--- config.mk ---
export PLATFORM = sky130hd
export DESIGN_NAME = brmr_regs
export DESIGN_NICKNAME = d
export VERILOG_FILES = /design/src/rtl/brmr_pkg.sv /design/src/rtl/brmr_regs.sv
export SDC_FILE = /design/constraint.sdc
export NUM_CORES = 1
export LEC_CHECK = 0
export BUFFER_PORTS_ARGS = -buffer_cell sky130_fd_sc_hd__clkbuf_2
export CAP_MARGIN = 0
export CORE_MARGIN = 1.5
export CORE_UTILIZATION = 50
export CTS_BUF_LIST = sky130_fd_sc_hd__clkbuf_4
export DETAILED_ROUTE_END_ITERATION = 12
export GPL_ROUTABILITY_DRIVEN = 0
export GPL_TIMING_DRIVEN = 0
export HOLD_SLACK_MARGIN = 0.06
export PLACE_DENSITY_LB_ADDON = 0.12
export RECOVER_POWER = 50
export SLEW_MARGIN = 10
export SYNTH_ARGS = -nofsm -noshare
export SYNTH_HDL_FRONTEND = slang
export SYNTH_SLANG_ARGS = --single-unit
--- constraint.sdc ---
create_clock -name ref_clk -period 2.6 [get_ports ref_clk]
set_input_delay 0.26 -clock ref_clk [delete_from_list [all_inputs] [get_ports ref_clk]]
set_output_delay 0.26 -clock ref_clk [all_outputs]
set_load 0.05 [all_outputs]
--- src/rtl/brmr_pkg.sv ---
/*
  Package for the burner remote register bank: register addresses, field
  positions, codes and timing figures shared by the design.
  Assumes a 100 MHz ref_clk and a word-addressed register port.
*/
`default_nettype none
package brmr_pkg;
  localparam logic [15:0] ADDR_VP_MODE = 16'h0067;
  localparam logic [15:0] ADDR_VP_OPTION = 16'h0068;
  localparam logic [15:0] ADDR_VP_SECONDS = 16'h0069;
  localparam logic [15:0] ADDR_CMD_STATUS = 16'h0054;
  localparam logic [15:0] ADDR_REMOTE_CMD = 16'h007F;
  localparam logic [15:0] ADDR_DATA_READY = 16'h01BA;
  localparam logic [15:0] ADDR_COMPAT = 16'h01BB;
  // command bit positions
  localparam int BIT_AUTO = 0;
  localparam int BIT_OFF = 1;
  localparam int BIT_HIGH = 2;
  localparam int BIT_LOW = 3;
  localparam int BIT_RESET = 4;
  localparam int BIT_MIRROR = 15;
  localparam logic [15:0] CMD_ACTIVE_MASK = 16'h001F;
  localparam logic [15:0] CMD_ZERO_MASK = 16'h00E0;
  localparam logic [15:0] READY_MASK = 16'h0009;
  localparam logic [15:0] COMPAT_MASK = 16'h0109;
  // valve proving codes
  localparam logic [2:0] VP_MODE_MAX = 3'h4;
  localparam logic [1:0] VP_OPT_UNCOMM = 2'h1;
  localparam logic [1:0] VP_OPT_COMM = 2'h2;
  // identify reply layout
  localparam int ID_FRAME_BYTES = 26;
  localparam int ID_DESC_FIRST = 5;
  localparam int ID_DESC_BYTES = 11;
  localparam int ID_NA_FIRST = 16;
  localparam int ID_CRC_FIRST = 24;
  localparam logic [7:0] ID_FUNC = 8'h11;
  localparam logic [7:0] ID_COUNT = 8'h15;
  localparam logic [7:0] ID_RUN_ON = 8'hFF;
  localparam logic [7:0] ID_NA_FILL = 8'h00;
  // timing
  localparam longint CLK_HZ = 100000000;
  localparam longint REFRESH_MAX_S = 120;
  localparam longint REFRESH_MAX_CYC = REFRESH_MAX_S * CLK_HZ;
  typedef struct packed {
    logic [2:0] vp_mode;
    logic [1:0] vp_option;
    logic [15:0] vp_seconds;
  } brmr_valve_t;
  typedef struct packed {
    logic auto_mode;
    logic cmd_off;
    logic cmd_high;
    logic cmd_low;
    logic reset_pending;
  } brmr_cmd_t;
endpackage
`default_nettype wire

--- src/rtl/brmr_regs.sv ---
/*
  Burner remote register bank: valve proving readback, remote command with
  status mirror and refresh watchdog, data ready and compatibility maps,
  and the byte source for the identify (function 17) reply.
  Assumes a framing engine in front that issues one-cycle register strokes
  and pulls reply bytes by index; the CRC bytes are filled by that engine.
*/
`default_nettype none
// What this block does
// - valve proving mode, option, seconds read-only
// - bit0 autonomous, bit1 off, bit4 reset
// - high/low fire demands only in run
// - bits 5-7 zero, bits 8-14 ignored
// - bit 15 copied to command status
// - data ready bits 0 and 3 only
// - compatibility bits 0 and 3, 4-7 unused
// - compatibility bit 8 legacy series, 9-15 reserved
// - identify reply is 26 bytes framed
// - byte 3 fixed slave identifier
// - byte 4 run indicator always FF
// - bytes 5-15 model description text
// - status shows active state and mirror
module brmr_regs
  import brmr_pkg::*;
#(
  parameter longint REFRESH_CYCLES = REFRESH_MAX_CYC,
  parameter logic [7:0] SLAVE_ID = 8'h5A // arbitrary neutral value
) (
  input wire logic ref_clk,
  input wire logic rst,
  input wire logic reg_strobe,
  input wire logic reg_write,
  input wire logic [15:0] reg_addr,
  input wire logic [15:0] reg_wdata,
  output logic [15:0] reg_rdata,
  output logic reg_ack,
  output logic reg_error,
  input wire brmr_pkg::brmr_valve_t valve_in,
  input wire logic in_run,
  input wire logic relay_ready,
  input wire logic alt_ready,
  input wire logic relay_compat,
  input wire logic alt_compat,
  input wire logic legacy_compat,
  input wire logic [ID_DESC_BYTES*8-1:0] model_order_string,
  input wire logic [7:0] id_slave_addr,
  input wire logic [4:0] id_index,
  output logic [7:0] id_byte,
  output brmr_pkg::brmr_cmd_t burner_controller_cmd,
  output logic remote_reset_pulse
);
  brmr_cmd_t cmd_reg;
  logic mirror_reg;
  logic [39:0] wd_reg;
  logic reset_pulse_reg;
  logic [15:0] rdata_reg;
  logic ack_reg;
  logic err_reg;
  logic [7:0] id_reg;
  logic [15:0] status_word;
  logic cmd_wr;
  logic cmd_valid;
  logic [7:0] low_bits;
  logic refresh;
  logic wd_expired;

  // command write acceptance: one low bit, zero bits 5-7
  assign cmd_wr = reg_strobe && reg_write && (reg_addr == ADDR_REMOTE_CMD);
  assign low_bits = reg_wdata[7:0];
  assign cmd_valid = ((reg_wdata & CMD_ZERO_MASK) == 16'h0000)
    && ($countones(low_bits) == 1);
  assign refresh = cmd_wr && cmd_valid
    && (reg_wdata[BIT_OFF] || reg_wdata[BIT_HIGH] || reg_wdata[BIT_LOW]);
  assign wd_expired = (wd_reg >= 40'(REFRESH_CYCLES - 1));

  // status word layout, upper bits 5-14 zero
  assign status_word = {mirror_reg, 10'h000, cmd_reg.reset_pending, cmd_reg.cmd_low,
    cmd_reg.cmd_high, cmd_reg.cmd_off, cmd_reg.auto_mode};

  // commanded state; bits 8-14 never looked at
  always_ff @(posedge ref_clk or posedge rst) begin
    if (rst) begin
      cmd_reg <= '{auto_mode: 1'b1, default: 1'b0};
    end else if (cmd_wr && cmd_valid) begin
      cmd_reg.auto_mode <= reg_wdata[BIT_AUTO];
      cmd_reg.cmd_off <= reg_wdata[BIT_OFF];
      cmd_reg.cmd_high <= reg_wdata[BIT_HIGH];
      cmd_reg.cmd_low <= reg_wdata[BIT_LOW];
      cmd_reg.reset_pending <= reg_wdata[BIT_RESET];
    end else if (wd_expired && (cmd_reg.cmd_off || cmd_reg.cmd_high || cmd_reg.cmd_low)) begin
      cmd_reg <= '{auto_mode: 1'b1, default: 1'b0};
    end else if (reset_pulse_reg) begin
      cmd_reg.reset_pending <= 1'b0;
      cmd_reg.auto_mode <= 1'b1;
    end
  end

  // mirror of bit 15 on every command write
  always_ff @(posedge ref_clk or posedge rst) begin
    if (rst) begin
      mirror_reg <= 1'b0;
    end else if (cmd_wr) begin
      mirror_reg <= reg_wdata[BIT_MIRROR];
    end
  end

  // refresh watchdog for commanded off/high/low
  always_ff @(posedge ref_clk or posedge rst) begin
    if (rst) begin
      wd_reg <= '0;
    end else if (refresh || !(cmd_reg.cmd_off || cmd_reg.cmd_high || cmd_reg.cmd_low)) begin
      wd_reg <= '0;
    end else if (!wd_expired) begin
      wd_reg <= wd_reg + 40'h1;
    end
  end

  // one-cycle reset request to the burner control
  always_ff @(posedge ref_clk or posedge rst) begin
    if (rst) begin
      reset_pulse_reg <= 1'b0;
    end else begin
      reset_pulse_reg <= cmd_reg.reset_pending && !reset_pulse_reg;
    end
  end

  // fire demands gated by run state
  always_comb begin
    burner_controller_cmd = cmd_reg;
    burner_controller_cmd.cmd_high = cmd_reg.cmd_high && in_run;
    burner_controller_cmd.cmd_low = cmd_reg.cmd_low && in_run;
  end
  assign remote_reset_pulse = reset_pulse_reg;

  // register read and answer, one cycle after the strobe
  always_ff @(posedge ref_clk or posedge rst) begin
    if (rst) begin
      rdata_reg <= '0;
      ack_reg <= 1'b0;
      err_reg <= 1'b0;
    end else begin
      ack_reg <= reg_strobe;
      err_reg <= 1'b0;
      rdata_reg <= '0;
      if (reg_strobe) begin
        case (reg_addr)
          ADDR_VP_MODE: rdata_reg <= {13'h0000, valve_in.vp_mode};
          ADDR_VP_OPTION: rdata_reg <= {14'h0000, valve_in.vp_option};
          ADDR_VP_SECONDS: rdata_reg <= valve_in.vp_seconds;
          ADDR_CMD_STATUS: rdata_reg <= status_word;
          ADDR_REMOTE_CMD: rdata_reg <= status_word;
          ADDR_DATA_READY: rdata_reg <= READY_MASK & {12'h000, alt_ready, 2'b00,
            relay_ready};
          ADDR_COMPAT: rdata_reg <= COMPAT_MASK & {7'h00, legacy_compat, 4'h0,
            alt_compat, 2'b00, relay_compat};
          default: err_reg <= 1'b1;
        endcase
        if (reg_write && !(cmd_wr && cmd_valid)) begin
          err_reg <= 1'b1;
        end
      end
    end
  end
  assign reg_rdata = rdata_reg;
  assign reg_ack = ack_reg;
  assign reg_error = err_reg;

  // identify reply byte source
  always_ff @(posedge ref_clk or posedge rst) begin
    if (rst) begin
      id_reg <= '0;
    end else begin
      if (id_index == 5'd0) id_reg <= id_slave_addr;
      else if (id_index == 5'd1) id_reg <= ID_FUNC;
      else if (id_index == 5'd2) id_reg <= ID_COUNT;
      else if (id_index == 5'd3) id_reg <= SLAVE_ID;
      else if (id_index == 5'd4) id_reg <= ID_RUN_ON;
      else if (id_index < 5'(ID_NA_FIRST)) begin
        id_reg <= model_order_string[8*(5'(ID_DESC_BYTES) - 5'd1 -
          (id_index - 5'(ID_DESC_FIRST))) +: 8];
      end else id_reg <= ID_NA_FILL;
    end
  end
  assign id_byte = id_reg;

  // checks
  a_mirror_copy: assert property (@(posedge ref_clk) disable iff (rst)
    cmd_wr |=> mirror_reg == $past(reg_wdata[BIT_MIRROR]))
    else $error("mirror bit not copied");
  a_status_update: assert property (@(posedge ref_clk) disable iff (rst)
    (cmd_wr && cmd_valid && reg_wdata[BIT_OFF])
    |=> cmd_reg.cmd_off && !cmd_reg.auto_mode)
    else $error("off command not taken");
  a_fire_gated: assert property (@(posedge ref_clk) disable iff (rst)
    !in_run |-> !burner_controller_cmd.cmd_high && !burner_controller_cmd.cmd_low)
    else $error("fire demand outside run");
  a_bad_ignored: assert property (@(posedge ref_clk) disable iff (rst)
    (cmd_wr && !cmd_valid) |=> $stable(cmd_reg))
    else $error("invalid command accepted");
  a_timeout_auto: assert property (@(posedge ref_clk) disable iff (rst)
    (wd_expired && !cmd_wr && cmd_reg.cmd_off) |=> cmd_reg.auto_mode)
    else $error("timeout did not revert");
  a_ready_unused: assert property (@(posedge ref_clk) disable iff (rst)
    (ack_reg && $past(reg_addr) == ADDR_DATA_READY)
    |-> rdata_reg == {12'h000, $past(alt_ready), 2'b00, $past(relay_ready)})
    else $error("ready bits misplaced");
  a_compat_map: assert property (@(posedge ref_clk) disable iff (rst)
    (ack_reg && $past(reg_addr) == ADDR_COMPAT)
    |-> rdata_reg == {7'h00, $past(legacy_compat), 4'h0, $past(alt_compat), 2'b00,
    $past(relay_compat)})
    else $error("compatibility bits misplaced");
  a_reset_pulse: assert property (@(posedge ref_clk) disable iff (rst)
    (cmd_wr && cmd_valid && reg_wdata[BIT_RESET] && !cmd_reg.reset_pending)
    |=> ##1 remote_reset_pulse)
    else $error("reset request not passed on");
  a_run_byte: assert property (@(posedge ref_clk) disable iff (rst)
    id_index == 5'd4 |=> id_byte == ID_RUN_ON)
    else $error("run byte wrong");
  a_slave_id: assert property (@(posedge ref_clk) disable iff (rst)
    id_index == 5'd3 |=> id_byte == SLAVE_ID)
    else $error("slave id wrong");
endmodule
`default_nettype wire

[Word-level counts from Yosys, hierarchy flattened]
Cells that the tools add are included.
W data, S select, Z words.
Word-level totals
  bits in registers: 73
  input bits: 164
  logic and storage cells: 81
Operators by class
  order comparisons: 2
  add/subtract/negate cells: 10
  mux-type cells: 19
  reduce and logical (&&, ||, !) cells: 24
  shifts and indexed selects: 1
  equal/unequal tests: 13
Operators with widths (count)
  $pmux W16 S6: 1
  $shiftx A88 B33 Y8: 1
  $eq A16 B7 Y1 const B: 5
  $mux W40: 2
  $mux W8: 6
  $add A40 B1 Y40 const B: 1
  $ge A40 B34 Y1 const B: 1
  $eq A16 B9 Y1 const B: 2
  $logic_not A16 Y1: 1
  $mux W16: 1
  $eq A5 B2 Y1 const B: 2
  $logic_and A1 B1 Y1: 10
  $add A1 B1 Y2: 4
  $mux W1: 7
  $reduce_or A7 Y1: 1
  $sub A5 B6 Y7 const A: 1
  $add A2 B2 Y3: 2
  $sub A5 B3 Y6 const B: 1
  $eq A5 B1 Y1 const B: 1
  $eq A5 B3 Y1 const B: 1
  $logic_not A5 Y1: 1
  $logic_or A1 B1 Y1: 5
  $lt A5 B5 Y1 const B: 1
  $mux W5: 1
  other kinds (8): 10

[Longest topological paths before layout]
Gate-level depths: netlist of the first run.
  word-level depth: 10
  depth in mapped cells: 14

[Worst setup path before layout of the first run]
No wires, ideal clock.
  path kind: input-to-reg
  start point: input reg_wdata[0]
  end point: register wd_reg[15]
  arrival time: 3708 ps
  data required time: 2475 ps
  cell stages on the path: 14
  setup time: 125 ps
  path slack: -1232 ps
  cell sequence: fa_1 > inv_1 > fa_1 > fa_1 > inv_1 > ha_1 > fa_1 > nor3_1 > nand3_1 > or4_1 > clkbuf_1 > o21bai_1 > nor2_1 > mux2_2
Between the ends
  cells in the longest elaborated chain, start to end: 9
  elaborated cells between the ends (all ways): 10
Ends and longest elaborated chain
  from (decl): RTL line brmr_regs.sv:34  | input wire logic [15:0] reg_wdata,
  $add A1 B1 Y2 (not written as such) (*): RTL line brmr_regs.sv:71  | && ($countones(low_bits) == 1);
  $add A2 B2 Y3 (not written as such) (*): RTL line brmr_regs.sv:71
  $add A3 B3 Y4 (not written as such) (*): RTL line brmr_regs.sv:71
  $eq A4 B1 Y1 (*): RTL line brmr_regs.sv:71
  $logic_and A1 B1 Y1 (*): RTL line brmr_regs.sv:71
  $logic_and A1 B1 Y1 (*): RTL line brmr_regs.sv:72  | assign refresh = cmd_wr && cmd_valid
  $logic_and A1 B1 Y1 (*): RTL line brmr_regs.sv:73  | && (reg_wdata[BIT_OFF] || reg_wdata[BIT_HIGH] || reg_wdata[BIT_LOW]);
  $logic_or A1 B1 Y1 (*): RTL line brmr_regs.sv:111  | end else if (refresh || !(cmd_reg.cmd_off || cmd_reg.cmd_high || cmd_reg.cmd_low)) begin
  $ne A2 B1 Y1 (no source line) / $mux W40 (equally long branches)
  to (signal assigned): RTL line brmr_regs.sv:114  | wd_reg <= wd_reg + 40'h1;
  to (decl): RTL line brmr_regs.sv:54  | logic [39:0] wd_reg;
Mark *: on every way between the ends. The rest lies on a longest branch, timed or not.
A chain may end at the register's enable or synchronous reset.

[Worst setup path in the final report of the first run]
Same ends and word-level chain as after synthesis.

==> results of run 1 <==
-- cells by family after synthesis --
kind of cell / synth area share [%]
AND/OR/NAND/NOR: 26.1
AO/OA/AOI/OAI: 10.5
flip-flops: 38.0
buffers and inverters: 4.24
multiplexers: 12.0
XOR/XNOR: 5.10
adder cells (fa/ha/maj): 4.01
-- timing repair --
item	in CTS	in global routing
gates resized for setup	15	34
endpoints found under the setup margin	51	53
buffers inserted	4	4
hold buffers	14	1
endpoints found under the hold margin	37	1
pin swaps	1	9
cloned	2	1
-- power breakdown --
group,internal (W),total (W),switching [W]
registers,0.00115,0.00116,0.00000528
clock network,0.000404,0.000819,0.000415
logic,0.000279,0.000590,0.000311
total,0.00183,0.00257,0.000732
-- worst min-delay path, cell delays in order --
cell,delay (ns)
buf_6,0.10
inv_1,0.05
o21ai_1,0.06
-- stage by stage --
| stage | TNS [ns] | instances | setup WS [ns] | area, sq um |
|---|---|---|---|---|
| after floorplan | -47.08 | 519 | -1.12 | 4860 |
| after global placement | -87.11 | 835 | -1.45 | 5960 |
| after detailed placement | -68.78 | 836 | -1.52 | 5990 |
| after CTS | -41.46 | 872 | -0.967 | 6390 |
| after global routing | -54.32 | 878 | -1.18 | 6510 |
| final | -46.38 | 878 | -1.08 | 6510 |
-- routing by layer --
| layer | track usage [%] | wire (um) | vias to the layer above | part of all wire [%] |
|---|---|---|---|---|
| met4 | 12.6 | 430 | 0 | 3.0 |
| li1 | - | - | 2334 | - |
| met1 | 32.3 | 5670 | 2370 | 39 |
| met5 | 0 | 0 | - | 0 |
| met2 | 50.1 | 7550 | 150 | 52 |
| met3 | 8.11 | 894 | 31 | 6.1 |
-- worst min path at each step --
stage                               endpoint          from  slack, ns  cells after the start
finish              burner_controller_cmd[3]  reg_wdata[1]       0.08                      3
floorplan                            reg_ack    reg_strobe       0.29                      0
detailed placement              reg_rdata[7]           rst       0.26                      2
global route        burner_controller_cmd[3]  reg_wdata[1]       0.07                      3
CTS                 burner_controller_cmd[4]  reg_wdata[0]       0.08                      2
global placement                     reg_ack    reg_strobe       0.45                      1
-- cell type report --
class | count | area, sq um
flip-flops and latches | 73 | 1830
fillers | 772 | 2770
plain buffers | 27 | 179
repair buffers | 214 | 1190
clock buffers | 10 | 75.1
diodes | 1 | 2.50
multi-input cells | 396 | 2900
clock inverters | 6 | 90.1
inverters | 22 | 83.8
well taps | 129 | 161
-- cell usage in the layout, fill, tap and decap left out, drive strengths merged, types with 6 or more instances in the layout --
cell | synthesis | layout
buf | 14 | 28
a31oi | 6 | 6
nand4 | 9 | 9
or4 | 6 | 6
ha | 9 | 9
dfrtp | 72 | 72
nor3 | 26 | 26
nor2 | 56 | 56
and3 | 9 | 9
mux2 | 15 | 15
o21ai | 13 | 13
inv | 22 | 22
nor4 | 18 | 18
xnor2 | 27 | 27
nand3 | 23 | 23
a22oi | 8 | 8
nand2 | 57 | 57
or3 | 7 | 7
mux4 | 16 | 16
a21oi | 12 | 12
dlygate4sd3 | 0 | 15
clkbuf | 14 | 208
and2 | 13 | 13
==> flow_metrics.env, run 1 <==
export IMPL_syn_inst=519
export IMPL_outcome="finished, violations left"
export IMPL_core_sq_um=9280
export IMPL_ys_flop_type="dfrtp_1"
export IMPL_die_w_um=101
export IMPL_rsz0062_at_grt="true"
export IMPL_start_kind="primary input"
export IMPL_yosys_area_top_type="dfrtp_1"
export IMPL_wire_per_inst_um=16.6
export IMPL_yosysSeqAreaShare_pct=38.0
export IMPL_start_util_pct=51.8
export IMPL_finalNetCount=920
export IMPL_ctsHtreeMaxLevel=3
export IMPL_critical_path_arrival_ns=3.99
export IMPL_crit_type="in2reg"
export IMPL_timing_hold_ws_ns=0.0831
export IMPL_p_per_area_nw_per_um2=394
export IMPL_max_freq_mhz=272
export IMPL_path_max_fanout=7
export IMPL_cp_num_buf_inv=4
export IMPL_synth_area_leaders="dfrtp_1 (37%), mux4_2 (7.5%), xnor2_1 (4.9%), nand2_1 (4.4%), nor2_1 (4.4%)"
export IMPL_rrSetupSlack_ns=-0.30
export IMPL_ant_nets=0
export IMPL_layout_setup_ws_ns=-1.08
export IMPL_dp_hpwl_um=11400
export IMPL_fin_util_pct=70.1
export IMPL_yosys_area_top_type_share_pct=37.5
export IMPL_io_buffers=187
export IMPL_max_stage_delay_ns=0.52
export IMPL_fin_crit_sh_pct=141
export IMPL_crit_chain="buf_6 -> fa_1 -> inv_1 -> fa_1 -> fa_1 -> inv_2 -> ha_4 -> fa_1 -> nor3_2 -> nand3_1 -> or4_1 -> clkbuf_8 -> o21bai_4 -> nor2_1 -> mux2_2"
export IMPL_crit_required_ns=2.91
export IMPL_synth_area_per_cell_sq_um=9.27
export IMPL_max_vdd_ir_drop_uv=259
export IMPL_cts_tree="yes"
export IMPL_grt_pass1_wl_um=22700
export IMPL_vias=4885
export IMPL_total_power_w=0.00257
export IMPL_ys_seq_elements=73
export IMPL_cts_buffers=9
export IMPL_synthArstFlopShare_pct=100
export IMPL_grt_overflow=0
export IMPL_drtIter0Drc=176
export IMPL_drc=0
export IMPL_root_buffer="clkbuf_4"
export IMPL_antenna_found_initial=1
export IMPL_clock_path_buffers=2
export IMPL_r2r_start="wd_reg[26]"
export IMPL_cts_sinks=73
export IMPL_clk_pin_slew_ns=0.12
export IMPL_fp_dieH_um=101
export IMPL_vias_per_cell=5.56
export IMPL_slew_headroom_pct=21.7
export IMPL_synth_edf_count=0
export IMPL_grtUsageTotal_pct=28.6
export IMPL_setup_viol=46
export IMPL_leakage_nw=2.99
export IMPL_synth_warnings=0
export IMPL_violations="negative setup slack"
export IMPL_cp_top_family="adder cells"
export IMPL_slew_viol_final=0
export IMPL_first_pass_iters=4
export IMPL_layout_drive_gt1_share_pct=39.6
export IMPL_crit_top_cell="fa_1"
export IMPL_path_depth=15
export IMPL_finalWirelength_um=14500
export IMPL_clk_latency_ns=0.43
export IMPL_hold_viol_final=0
export IMPL_synth_most_common_cell="dfrtp_1"
export IMPL_area_delta_synth_final_pct=35.3
export IMPL_grt_pass1_vias=4843
export IMPL_cap_violations=0
export IMPL_synth_cell_area_sq_um=4810
export IMPL_largest_reg_flops=40
export IMPL_tightest_slew_ns=1.17
export IMPL_finClkSkew_ns=0.0310
export IMPL_reg2reg_depth=8
export IMPL_critPathLaunch="reg_wdata[0]"
export IMPL_grt_max_degree=49
export IMPL_ys_top_cells_by_count="dfrtp_1 (72), nand2_1 (57), nor2_1 (56)"
export IMPL_row_count=35
export IMPL_syn_num_nets=696
export IMPL_worstSetupEndpoint="wd_reg[15]"
export IMPL_ys_types=61
export IMPL_die_area_sq_um=10200
export IMPL_regToRegEndpoint="wd_reg[33]"
export IMPL_hold_class="in2reg"
export IMPL_crit_path_end_kind="register"
export IMPL_slowest_stage="fa_1"
export IMPL_min_period_ns=3.68
export IMPL_pin_count=196
Power figures use the tool's default switching activity.
==> run 2, diff against run 1 <==
Settings changed: PLACE_DENSITY set to 0.82, PLACE_DENSITY_LB_ADDON 0.12 to unset.
==> flow_metrics.env, run 2 (synthesis gave the netlist of run 1 again) <==
export IMPL_slew_viol_final=0
export IMPL_drc=0
export IMPL_path_depth=16
export IMPL_start_util_pct=51.8
export IMPL_grt_max_degree=48
export IMPL_first_pass_iters=5
export IMPL_min_period_ns=3.72
export IMPL_max_freq_mhz=269
export IMPL_row_count=35
export IMPL_layoutNonFillerInstCount=872
export IMPL_tightest_slew_ns=1.19
export IMPL_diodes=0
export IMPL_reg2reg_depth=8
export IMPL_place_inst=836
export IMPL_worstHoldStart="reg_wdata[0]"
export IMPL_max_vdd_ir_drop_uv=209
export IMPL_fin_crit_sh_pct=143
export IMPL_leakage_nw=2.96
export IMPL_r2r_start="wd_reg[26]"
export IMPL_grt_pass1_vias=5068
export IMPL_layout_commonest_cell="clkbuf_2"
export IMPL_layout_drive_gt1_share_pct=40.5
export IMPL_pre_cts_ws_ns=-1.62
export IMPL_min_to="burner_controller_cmd[4]"
export IMPL_crit_chain="buf_6 -> fa_1 -> inv_1 -> fa_1 -> fa_1 -> inv_1 -> ha_2 -> fa_1 -> nor3_2 -> nand3_1 -> or4_1 -> clkbuf_8 -> o21bai_4 -> buf_6 -> buf_8 -> nor2_2"
export IMPL_layout_setup_ws_ns=-1.12
export IMPL_outcome="finished, violations left"
export IMPL_rrSetupSlack_ns=-0.24
export IMPL_hold_viol_final=0
export IMPL_hold_class="in2reg"
export IMPL_vias_per_cell=5.80
export IMPL_grt_overflow=0
export IMPL_timing_hold_ws_ns=0.0768
export IMPL_rsz0062_at_grt="true"
export IMPL_p_per_area_nw_per_um2=392
export IMPL_cts_buffers=9
export IMPL_cts_sinks=73
export IMPL_pin_count=196
export IMPL_finClkSkew_ns=0.0196
export IMPL_drtIter0Drc=319
export IMPL_die_w_um=101
export IMPL_grtUsageTotal_pct=29.8
export IMPL_top_usage_layer="met2"
export IMPL_wire_per_inst_um=17.4
export IMPL_dp_hpwl_um=11600
export IMPL_violations="negative setup slack"
export IMPL_met1_usage_pct=35.0
export IMPL_use_met2_pct=53.4
export IMPL_ctsHtreeMaxLevel=3
export IMPL_start_kind="primary input"
export IMPL_clock_path_buffers=2
export IMPL_die_area_sq_um=10200
export IMPL_critical_path_arrival_ns=4.02
export IMPL_slowest_stage="fa_1"
export IMPL_cts_tree="yes"
export IMPL_root_buffer="clkbuf_4"
export IMPL_clk_pin_slew_ns=0.11
export IMPL_min_path_cells=2
export IMPL_crit_path_end_kind="register"
export IMPL_grt_pass1_wl_um=23700
export IMPL_area_delta_synth_final_pct=34.5
export IMPL_clk_latency_ns=0.42
export IMPL_cap_violations=0
export IMPL_slew_headroom_pct=20.4
export IMPL_setup_viol=46
export IMPL_core_sq_um=9280
export IMPL_cp_top_family="adder cells"
export IMPL_antenna_found_initial=0
export IMPL_multi_input_area_sq_um=2920
export IMPL_io_buffers=187
export IMPL_finalNetCount=915
export IMPL_cp_num_buf_inv=6
export IMPL_path_max_fanout=6
export IMPL_largest_reg_flops=40
export IMPL_n_fill_cell=726
export IMPL_mostFrequentLayoutCells="clkbuf_2 (185), dfrtp_1 (72), nand2_1 (56)"
export IMPL_crit_required_ns=2.91
export IMPL_ant_nets=0
export IMPL_seq_area_sq_um=1830
export IMPL_fp_dieH_um=101
export IMPL_grtUsageMet3_pct=6.24
export IMPL_vias=5060
export IMPL_max_stage_delay_ns=0.52
export IMPL_crit_top_cell="fa_1"
export IMPL_finalWirelength_um=15200
export IMPL_crit_type="in2reg"
export IMPL_regToRegEndpoint="wd_reg[26]"
run 2: changes by cell type in the layout (fill, tap and decap cells not counted), moves of 2 or more:
cell           change
o21ai_0            +2
clkinv_2           +2
o21ai_1            -2
nor2_4             +4
nor2_1             -3
dlygate4sd3_1      -6
run 2: what timing repair did:
action | 4_1_cts | 5_1_grt
setup buffers | 5 | 7
setup endpoints to repair | 51 | 54
resized for setup | 14 | 38
cloned | 1 | 0
pin swaps | 2 | 16
hold buffers | 9 | 0
endpoints found under the hold margin | 33 | 0
run 2: layout make-up:
cell class,instances,share of cell area [%]
multi-input cells,396,45.1
flip-flops and latches,73,28.2
repair buffers,209,17.6
plain buffers,27,2.71
well taps,129,2.49
inverters,22,1.35
clock inverters,6,1.28
clock buffers,10,1.16
run 2: worst register-to-register path, delay by kind of cell, from the launching register on:
| kind | cells | cell delay [ns] |
|---|---|---|
| AO/OA/AOI/OAI | 1 | 0.24 |
| XOR/XNOR | 1 | 0.28 |
| buffers and inverters | 2 | 0.77 |
| flip-flops | 1 | 0.45 |
| AND/OR/NAND/NOR | 4 | 0.98 |
run 2: power breakdown:
group / switching, W / total (W) / internal, W
Sequential: 0.00000561 / 0.00116 / 0.00115
Combinational: 0.000319 / 0.000588 / 0.000270
Clock: 0.000395 / 0.000791 / 0.000396
Total: 0.000719 / 0.00254 / 0.00182
run 2: worst max-delay path by stage:
stage | start | end | slack [ns]
global placement | reg_wdata[0] | wd_reg[31] | -1.52
floorplan | reg_wdata[0] | wd_reg[15] | -1.12
global route | reg_wdata[0] | wd_reg[31] | -1.24
detailed placement | reg_wdata[0] | wd_reg[21] | -1.62
CTS | reg_wdata[0] | wd_reg[30] | -1.06
finish | reg_wdata[0] | wd_reg[31] | -1.12
run 2: stage by stage:
stage                     instance area [sq um]  utilization (%)  setup TNS, ns  total power (W)
after floorplan                            4860                -         -47.08          0.00150
after CTS                                  6340             68.3         -45.51          0.00253
after global routing                       6470             69.7         -54.63          0.00265
after detailed placement                   5990             64.5         -72.11          0.00173
after global placement                     5960             64.2         -85.71          0.00170
final                                      6470             69.7         -47.94          0.00254
run 2: per-layer routing:
layer  part of all wire, %  vias up  wire [um]
met5                     0        -          0
met4                   2.8        0        433
met3                   6.7       41       1020
met2                    53      248       8050
met1                    38     2454       5700
li1                      -     2317          -
